<file path="src/design/rtc_alarm_timer_consts.vh">
// Register indices, field positions, reset values and timing for the block
`ifndef RTC_ALARM_TIMER_CONSTS_VH
`define RTC_ALARM_TIMER_CONSTS_VH

// Register indices; byte address is four times the index
`define IDX_DATE_ALARM 10'h00a
`define IDX_PRESET_LOW 10'h00b
`define IDX_PRESET_HIGH 10'h00c
`define IDX_TIMER_CTRL 10'h010
`define IDX_IRQ_STATUS 10'h011
`define IDX_IRQ_MASK 10'h012
`define IDX_COUNT_NOW 10'h013

// Date alarm fields
`define DATE_ENABLE_N_BIT 7
`define DATE_VALUE_MSB 5
`define DATE_VALUE_RESET 6'h00
`define DATE_ENABLE_N_RESET 1'b0

// Timer preset fields
`define PRESET_LOW_RESET 8'h00
`define PRESET_HIGH_RESET 4'h0
`define PRESET_WIDTH 12

// Timer control fields
`define CTRL_RUN_BIT 0
`define CTRL_SEL_LSB 1
`define CTRL_SEL_MSB 2
`define CTRL_RESET 3'h0

// Interrupt status and mask bits
`define IRQ_TIMER_BIT 0
`define IRQ_REFUSED_BIT 1
`define IRQ_RESET 2'h0

// Timer clock choices, as periods in ns of the timer tick
`define CLK_PERIOD_NS 100
`define TICK0_NS 100
`define TICK1_NS 1000
`define TICK2_NS 10000
`define TICK3_NS 100000

`endif

</file>
<file path="src/design/timer_tick_divider.v">
// Selectable divider making the one-cycle timer clock enable
`timescale 1ns/10ps
module timer_tick_divider #(
  parameter DIV0 = 1,
  parameter DIV1 = 10,
  parameter DIV2 = 100,
  parameter DIV3 = 1000,
  parameter CW = 10
) (
  input wire hclk,
  input wire hresetn,
  input wire run,
  input wire [1:0] sel,
  output reg tick
);

  reg [CW-1:0] count;
  reg [CW-1:0] limit;

  // Terminal count for the selected rate
  always @* begin
    case (sel)
      2'h0: limit = DIV0[CW-1:0] - {{(CW-1){1'b0}}, 1'b1};
      2'h1: limit = DIV1[CW-1:0] - {{(CW-1){1'b0}}, 1'b1};
      2'h2: limit = DIV2[CW-1:0] - {{(CW-1){1'b0}}, 1'b1};
      default: limit = DIV3[CW-1:0] - {{(CW-1){1'b0}}, 1'b1};
    endcase
  end

  // Restart from zero whenever stopped, so the first period is whole
  always @(posedge hclk or negedge hresetn) begin
    if (!hresetn) begin
      count <= {CW{1'b0}};
      tick <= 1'b0;
    end else if (!run) begin
      count <= {CW{1'b0}};
      tick <= 1'b0;
    end else if (count >= limit) begin
      count <= {CW{1'b0}};
      tick <= 1'b1;
    end else begin
      count <= count + {{(CW-1){1'b0}}, 1'b1};
      tick <= 1'b0;
    end
  end

endmodule // timer_tick_divider

</file>
<file path="src/design/countdown_core.v">
// Twelve-bit auto-reloading countdown counter
`timescale 1ns/10ps
module countdown_core #(
  parameter W = 12
) (
  input wire hclk,
  input wire hresetn,
  input wire run,
  input wire tick,
  input wire [W-1:0] preset,
  output reg [W-1:0] count,
  output reg expired
);

  // Load while stopped; count down on ticks; reload on the tick that finds one
  always @(posedge hclk or negedge hresetn) begin
    if (!hresetn) begin
      count <= {W{1'b0}};
      expired <= 1'b0;
    end else if (!run) begin
      count <= preset;
      expired <= 1'b0;
    end else if (tick) begin
      if (count <= {{(W-1){1'b0}}, 1'b1}) begin
        // A zero preset never expires, it just holds
        count <= preset;
        expired <= (preset != {W{1'b0}});
      end else begin
        count <= count - {{(W-1){1'b0}}, 1'b1};
        expired <= 1'b0;
      end
    end else begin
      expired <= 1'b0;
    end
  end

endmodule // countdown_core

</file>
<file path="src/design/rtc_alarm_timer.v">
// Date alarm and periodic countdown timer registers behind AHB-Lite
`timescale 1ns/10ps
`include "rtc_alarm_timer_consts.vh"
module rtc_alarm_timer #(
  parameter DIV0 = `TICK0_NS / `CLK_PERIOD_NS,
  parameter DIV1 = `TICK1_NS / `CLK_PERIOD_NS,
  parameter DIV2 = `TICK2_NS / `CLK_PERIOD_NS,
  parameter DIV3 = `TICK3_NS / `CLK_PERIOD_NS
) (
  input wire hclk,
  input wire hresetn,
  input wire hsel,
  input wire [31:0] haddr,
  input wire [1:0] htrans,
  input wire hwrite,
  input wire [2:0] hsize,
  input wire [31:0] hwdata,
  input wire hready,
  output reg [31:0] hrdata,
  output reg hreadyout,
  output reg hresp,
  input wire write_protect,
  output reg [5:0] date_alarm_value,
  output reg date_alarm_enable_n,
  output wire timer_expired,
  output reg irq
);

  // Bus phase state
  reg wr_pend;
  reg rd_pend;
  reg [9:0] ph_idx;
  reg ph_ok;

  // Register contents
  reg [7:0] preset_low;
  reg [3:0] preset_high;
  reg [2:0] timer_ctrl;
  reg [1:0] irq_status;
  reg [1:0] irq_mask;

  wire [11:0] count_now;
  wire tick;
  wire [`PRESET_WIDTH-1:0] preset;
  wire addr_phase;
  wire wr_now;
  wire guarded;
  reg [31:0] read_mux;
  reg [1:0] next_irq_status;

  // Full preset from both registers
  assign preset = {preset_high, preset_low};

  // Only single word transfers are answered; other sizes are ignored
  assign addr_phase = hsel & htrans[1] & hready;
  assign wr_now = wr_pend & ph_ok;
  assign guarded = (ph_idx == `IDX_DATE_ALARM) |
                   (ph_idx == `IDX_PRESET_LOW) |
                   (ph_idx == `IDX_PRESET_HIGH);

  // Capture the address phase; reads get one wait state
  always @(posedge hclk or negedge hresetn) begin
    if (!hresetn) begin
      wr_pend <= 1'b0;
      rd_pend <= 1'b0;
      ph_idx <= 10'h000;
      ph_ok <= 1'b0;
      hreadyout <= 1'b1;
      hresp <= 1'b0;
    end else begin
      hresp <= 1'b0;
      if (rd_pend) begin
        rd_pend <= 1'b0;
        hreadyout <= 1'b1;
      end else begin
        wr_pend <= addr_phase & hwrite;
        rd_pend <= addr_phase & ~hwrite;
        hreadyout <= ~(addr_phase & ~hwrite);
        if (addr_phase) begin
          ph_idx <= haddr[11:2];
          ph_ok <= (haddr[31:12] == 20'h00000) &
                   (haddr[1:0] == 2'h0) & (hsize == 3'h2);
        end
      end
    end
  end

  // Read data mux, unused bits read as zero
  always @* begin
    read_mux = 32'h00000000;
    if (ph_ok) begin
      case (ph_idx)
        `IDX_DATE_ALARM:
          read_mux[7:0] = {date_alarm_enable_n, 1'b0,
                           date_alarm_value};
        `IDX_PRESET_LOW: read_mux[7:0] = preset_low;
        `IDX_PRESET_HIGH: read_mux[3:0] = preset_high;
        `IDX_TIMER_CTRL: read_mux[2:0] = timer_ctrl;
        `IDX_IRQ_STATUS: read_mux[1:0] = irq_status;
        `IDX_IRQ_MASK: read_mux[1:0] = irq_mask;
        `IDX_COUNT_NOW: read_mux[11:0] = count_now;
        default: read_mux = 32'h00000000;
      endcase
    end
  end

  // Read data is loaded in the wait cycle, after any earlier write landed
  always @(posedge hclk or negedge hresetn) begin
    if (!hresetn) begin
      hrdata <= 32'h00000000;
    end else if (rd_pend) begin
      hrdata <= read_mux;
    end
  end

  // Protected registers: writes dropped while protection is on
  always @(posedge hclk or negedge hresetn) begin
    if (!hresetn) begin
      date_alarm_value <= `DATE_VALUE_RESET;
      date_alarm_enable_n <= `DATE_ENABLE_N_RESET;
      preset_low <= `PRESET_LOW_RESET;
      preset_high <= `PRESET_HIGH_RESET;
    end else if (wr_now & ~write_protect) begin
      case (ph_idx)
        `IDX_DATE_ALARM: begin
          date_alarm_value <= hwdata[`DATE_VALUE_MSB:0];
          date_alarm_enable_n <= hwdata[`DATE_ENABLE_N_BIT];
        end
        `IDX_PRESET_LOW: preset_low <= hwdata[7:0];
        `IDX_PRESET_HIGH: preset_high <= hwdata[3:0];
        default: ;
      endcase
    end
  end

  // Unprotected control and mask registers
  always @(posedge hclk or negedge hresetn) begin
    if (!hresetn) begin
      timer_ctrl <= `CTRL_RESET;
      irq_mask <= `IRQ_RESET;
    end else if (wr_now) begin
      if (ph_idx == `IDX_TIMER_CTRL) begin
        timer_ctrl <= hwdata[2:0];
      end
      if (ph_idx == `IDX_IRQ_MASK) begin
        irq_mask <= hwdata[1:0];
      end
    end
  end

  // Sticky events: write one to clear, a new event wins over the clear
  always @* begin
    next_irq_status = irq_status;
    if (wr_now & (ph_idx == `IDX_IRQ_STATUS)) begin
      next_irq_status = irq_status & ~hwdata[1:0];
    end
    if (timer_expired) begin
      next_irq_status[`IRQ_TIMER_BIT] = 1'b1;
    end
    if (wr_now & write_protect & guarded) begin
      next_irq_status[`IRQ_REFUSED_BIT] = 1'b1;
    end
  end

  // Status and interrupt line, both registered
  always @(posedge hclk or negedge hresetn) begin
    if (!hresetn) begin
      irq_status <= `IRQ_RESET;
      irq <= 1'b0;
    end else begin
      irq_status <= next_irq_status;
      irq <= |(next_irq_status & irq_mask);
    end
  end

  // Tick rate sets the period: preset ticks per expiry
  timer_tick_divider #(
    .DIV0(DIV0),
    .DIV1(DIV1),
    .DIV2(DIV2),
    .DIV3(DIV3),
    .CW(10)
  ) u_div (
    .hclk(hclk),
    .hresetn(hresetn),
    .run(timer_ctrl[`CTRL_RUN_BIT]),
    .sel(timer_ctrl[`CTRL_SEL_MSB:`CTRL_SEL_LSB]),
    .tick(tick)
  );

  countdown_core #(
    .W(`PRESET_WIDTH)
  ) u_count (
    .hclk(hclk),
    .hresetn(hresetn),
    .run(timer_ctrl[`CTRL_RUN_BIT]),
    .tick(tick),
    .preset(preset),
    .count(count_now),
    .expired(timer_expired)
  );

endmodule // rtc_alarm_timer

</file>
<file path="config.mk">
export PLATFORM = sky130hd
export DESIGN_NAME = rtc_alarm_timer
export DESIGN_NICKNAME = d
export VERILOG_FILES = /design/src/design/timer_tick_divider.v /design/src/design/countdown_core.v /design/src/design/rtc_alarm_timer.v
export VERILOG_INCLUDE_DIRS = /design/src /design/src/design
export SDC_FILE = /design/constraint.sdc
export NUM_CORES = 1
export LEC_CHECK = 0
export BUFFER_PORTS_ARGS = -buffer_cell sky130_fd_sc_hd__buf_2
export CAP_MARGIN = 30
export CELL_PAD_IN_SITES_DETAIL_PLACEMENT = 0
export CELL_PAD_IN_SITES_GLOBAL_PLACEMENT = 2
export CORE_MARGIN = 3
export CORE_UTILIZATION = 30
export CTS_BUF_LIST = sky130_fd_sc_hd__clkbuf_2
export DETAILED_ROUTE_END_ITERATION = 7
export PLACE_DENSITY_LB_ADDON = 0.1
export SLEW_MARGIN = 15
export SYNTH_ARGS = -nofsm -noshare
export SYNTH_HDL_FRONTEND = slang
export SYNTH_SLANG_ARGS = --single-unit
</file>
<file path="constraint.sdc">
create_clock -name hclk -period 4.3 [get_ports hclk]
set_input_delay 0.215 -clock hclk [delete_from_list [all_inputs] [get_ports hclk]]
set_output_delay 0.215 -clock hclk [all_outputs]
set_load 0.01 [all_outputs]
</file>
== After elaboration in Yosys (flattened, before gate mapping) ==
Index checks and enable logic that the tools add are counted.
Storage, ports and cells
  register bits: 97
  bits of input ports: 75
  output and inout port bits: 43
  logic and storage cells: 86
Cells by class
  add/sub/neg operators: 2
  order comparisons: 2
  equality and inequality tests: 11
  mux-type cells: 22
  bitwise operators: 20
  reduce and logical (&&, ||, !) cells: 11
Operators by type and width (count)
  12-bit two-way mux: 4
  10-bit by 5-bit == test with 1-bit output, second input constant: 4
  10-bit by 4-bit == test with 1-bit output, second input constant: 3
  10-bit one-hot mux with 3 select lines: 1
  20-bit logical NOT: 1
  10-bit two-way mux: 2
  2-bit one-hot mux with 7 select lines: 1
  12-bit by 1-bit less-or-equal comparator with 1-bit output, second input constant: 1
  4-bit one-hot mux with 3 select lines: 1
  2-bit AND reduction: 6
  12-bit nonzero test: 1
  12-bit by 1-bit subtractor with 12-bit output, second input constant: 1
  1-bit bitwise AND: 11
  10-bit by 1-bit adder with 10-bit output, second input constant: 1
  10-bit >= comparator: 1
  1-bit two-way mux: 9
  1-bit one-hot mux with 5 select lines: 1
  2-bit bitwise AND: 2
  2-bit logical NOT: 2
  4-bit two-way mux: 1
  1-bit inverter: 4
  1-bit one-hot mux with 4 select lines: 1
  3-bit by 2-bit == test with 1-bit output, second input constant: 1
  2-bit by 1-bit == test with 1-bit output, second input constant: 1
  other kinds (6): 7

== Logic depth before layout (Yosys ltp) ==
  depth after elaboration: 7
  depth in mapped cells: 8
  gate-level depth less buffers: 7

== Cells and area by module ==
A second synthesis with hierarchy kept.
Second synthesis, totals
  cell total of the unflattened synthesis: 397
  area total of the unflattened synthesis: 4327.9 um^2
By module, submodules not included
  rtc_alarm_timer: instances 1, cells an instance 226, area an instance 2620.0 um^2, seq. area each 1327.5 um^2
  countdown_core: instances 1, cells an instance 101, area an instance 950.9 um^2, seq. area each 325.3 um^2
  timer_tick_divider: instances 1, cells an instance 70, area an instance 757.0 um^2, seq. area each 275.3 um^2

== Least setup slack after synthesis ==
OpenSTA, ideal clock, no wires.
  path kind: register -> register
  from: reg ph_idx[2]
  to: reg date_alarm_enable_n
  library setup time: 125 ps
  arrival time: 2048 ps
  data required time: 4175 ps
  setup slack: 2128 ps
  stages on the path, launching flop included: 6
  path buffers: 1
  period minus slack after synthesis: 2172 ps
  path through: dfrtp_1 -> or4_1 -> buf_2 -> or2_2 -> nor4_4 -> mux2_2
On the way
  cells in the longest elaborated chain, start to end: 2
Ends and longest elaborated chain
  start: declaration: RTL line rtc_alarm_timer.v:32  | reg [9:0] ph_idx;
  start signal: assignment: RTL line rtc_alarm_timer.v:80  | ph_idx <= haddr[11:2];
  10-bit by 4-bit == test with 1-bit output: RTL line rtc_alarm_timer.v:124  | case (ph_idx)
  2-bit AND reduction (no line)
  end signal: assignment: RTL line rtc_alarm_timer.v:120  | date_alarm_enable_n <= `DATE_ENABLE_N_RESET;
  end signal: assignment: RTL line rtc_alarm_timer.v:127  | date_alarm_enable_n <= hwdata[`DATE_ENABLE_N_BIT];
  end: declaration: RTL line rtc_alarm_timer.v:24  | output reg date_alarm_enable_n,
Every way passes these cells.
A chain may end at the register's enable or synchronous reset.

== Final worst setup path ==
  from: reg ph_idx[2]
  to: reg date_alarm_value[4]
On the way
  cells in the longest elaborated chain, start to end: 2
Ends and longest elaborated chain
  10-bit by 4-bit == test with 1-bit output: RTL line rtc_alarm_timer.v:124
  2-bit AND reduction (no line)
  end signal: assignment: RTL line rtc_alarm_timer.v:119  | date_alarm_value <= `DATE_VALUE_RESET;
  end signal: assignment: RTL line rtc_alarm_timer.v:126  | date_alarm_value <= hwdata[`DATE_VALUE_MSB:0];
  end: declaration: RTL line rtc_alarm_timer.v:23  | output reg [5:0] date_alarm_value,
Every way passes these cells.

==> impl_metrics.ini <==
[floorplanning]
io-pin-count = 118
die_area_um2 = 16100
dieWidth_um = 127
rows = 43
initial_core_util_pct = 31.1
coreArea_um2 = 14100
chipHeight_um = 127

[power]
vdd_drop_max_v = 0.000175
p_per_area_nw_per_um2 = 295
leakagePower_nw = 2.30
p_total_w = 0.00155

[logic_synthesis]
yosys_warnings = 0
synthTopCellsByArea = dfrtp_1 (43%), mux2_2 (9.0%), buf_4 (3.6%)
synth_area_leader_cell = dfrtp_1
synth_edf_count = 0
seq_area_frac_synth_pct = 43.9
syn_area_um2 = 4390
synthMostInstantiatedCell = dfrtp_1
synth_common_cells = dfrtp_1 (76), nand2_1 (40), mux2_2 (35)
avgSynthCellArea_um2 = 10.3
yosysTopAreaCellShare_pct = 43.3
yosys_most_used_dff = dfrtp_1
synth_cells = 426
ys_ff_latch = 77
synthDistinctLibCells = 65
synthArstFlopShare_pct = 100

[worst_setup_path]
r2r_slack_ps = 1600
cp_slowest_cell = or4_1
arrival_ps = 3160
crit_path_end_kind = register
cp-startpoint = ph_idx[2]
cp-endpoint = date_alarm_value[4]
slowest_delay_ps = 720
worst-path-buf-inv = 0
cp_cell_sequence = or4_1 -> or2_2 -> nor4_4 -> mux2_2
crit_type = reg -> reg
rr_endpoint = date_alarm_value[4]
start_kind = register
r2r-start = ph_idx[2]
r2r_cells = 4
worstPathMaxFanout = 14
crit_cells = 4
crit_required_ps = 4760
cpLargestDelayFamily = simple AND/OR/NAND/NOR gates

[sta]
slew-limit-headroom_pct = 40.1
period_share_pct = 62.8
final.setup.tns_ps = 0
grt_setup_unrepaired = no
finalHoldWorstSlack_ps = 336
setup_viol = 0
period_needed_ps = 2700
tightest_slew_ps = 887
drv_slew = 0
fmax_mhz = 371
finalClockSkew_ps = 36.9
hold_viol = 0

[global_route]
grt_use_total_pct = 16.0
grt_overflow = 0
grt_max_degree = 58
grt_pass1_wl_um = 20300
grt_pass1_vias = 3675
antenna_found_initial = 0

[final_layout]
fin_area_um2 = 5250
antenna_cells = 0
area_delta_synth_final_pct = 19.5
nNetsFinal = 608
drive_above_1_share_pct = 26.5

[placed_design]
place_area_um2 = 4870
dp_hpwl_um = 9060
globalplace.congestion = 0.739
port_buffers = 71

[detailed_routing]
ant_nets = 0
num_vias = 3731
drt-pass1-iter-count = 4
viasPerCell = 5.29
totalWireLength_um = 12500
drtIter0Drc = 180
drc_errors = 0
drt-wirelength-per-cell_um = 17.7

[clock_network]
cts_sinks = 77
path_clk_slew_ps = 200
numCtsBuffers = 9
clock_latency_ps = 580
clock-root-buffer = clkbuf_2
cts_tree = yes
postCtsSetupBuffers = 0
clk_path_buf_depth = 2
htreeDepth = 3

[status]
status = completed

[flow_run]
drv_cap = 0

[worst_hold_path]
hold_class = in -> reg
-- how the worst min path moves through the flow --
stage	from	endpoint	slack (ps)	depth (start not counted)
floorplan	hresetn	date_alarm_enable_n	-80	0
global placement	haddr[10]	ph_idx[8]	450	2
detailed placement	hresetn	u_div.count[9]	140	1
CTS	htrans[1]	wr_pend	310	3
global route	haddr[11]	ph_idx[9]	320	3
finish	htrans[1]	wr_pend	340	3
-- state kept, by name, indices dropped and copies added, names as in the netlist, 2 cells and up --
register          cells
preset_low            8
hrdata               12
date_alarm_value      6
u_div.count          10
ph_idx               10
preset_high           4
irq_status            2
u_count.count        12
irq_mask              2
timer_ctrl            3
-- metrics by stage --
stage / worst slack (ps) / std cells / util, %
2_1_floorplan: 2130 / 446 / -
3_3_place_gp: 1590 / 661 / 34.4
3_5_place_dp: 1570 / 663 / 34.6
4_1_cts: 1540 / 705 / 37.2
5_1_grt: 1280 / 705 / 37.2
6_report: 1600 / 705 / 37.2
-- area by class of cell --
cell class	count	area, um^2
flip-flops and latches	77	1930
inverters	18	67.6
clock inverters	5	52.6
well taps	180	225
repair buffers	103	682
fillers	1437	8850
clock buffers	10	50.0
multi-input cells	312	2240
-- placed cells by master, fill, tap and decap left out, drive strengths merged, types with 11 or more instances in the layout --
cell type | synthesis | routed
a21oi | 13 | 13
nor4 | 21 | 21
buf | 24 | 76
inv | 17 | 17
o2bb2ai | 11 | 11
nand3 | 11 | 11
dlygate4sd3 | 0 | 27
nand2 | 40 | 40
nor3 | 12 | 12
mux2 | 35 | 35
ha | 12 | 12
nor2 | 15 | 15
conb | 1 | 21
dfrtp | 76 | 76
-- worst min-delay path, delay by kind of cell --
family	cells	cell delay [ps]
and+or+nand+nor	1	420
AOI/OAI and AO/OA	1	140
buffers and inverters	1	100
-- cells by family after synthesis --
family | share of synthesized area (%)
other | 0.0854
adder cells (fa/ha/maj) | 3.42
multiplexers | 9.72
flip-flops | 43.9
buffers and inverters | 6.73
AO/OA/AOI/OAI | 14.9
AND/OR/NAND/NOR | 19.6
XOR/XNOR | 1.60
-- timing repair --
item / 4_1_cts / 5_1_grt
resized for setup: 0 / 0
hold buffers: 27 / 0
hold endpoints to repair: 117 / 0
-- layer usage --
metal	share of wire, %	global-route usage [%]
met5	0	0
met4	0.61	2.27
met3	6.2	4.76
met2	47	25.7
met1	46	22.0
-- where the power goes --
group          switching (W)  total (W)  internal (W)
sequential         0.0000825   0.000850      0.000767
clock               0.000269   0.000398      0.000129
combinational       0.000162   0.000301      0.000139
(Power assumes the default switching activity.)
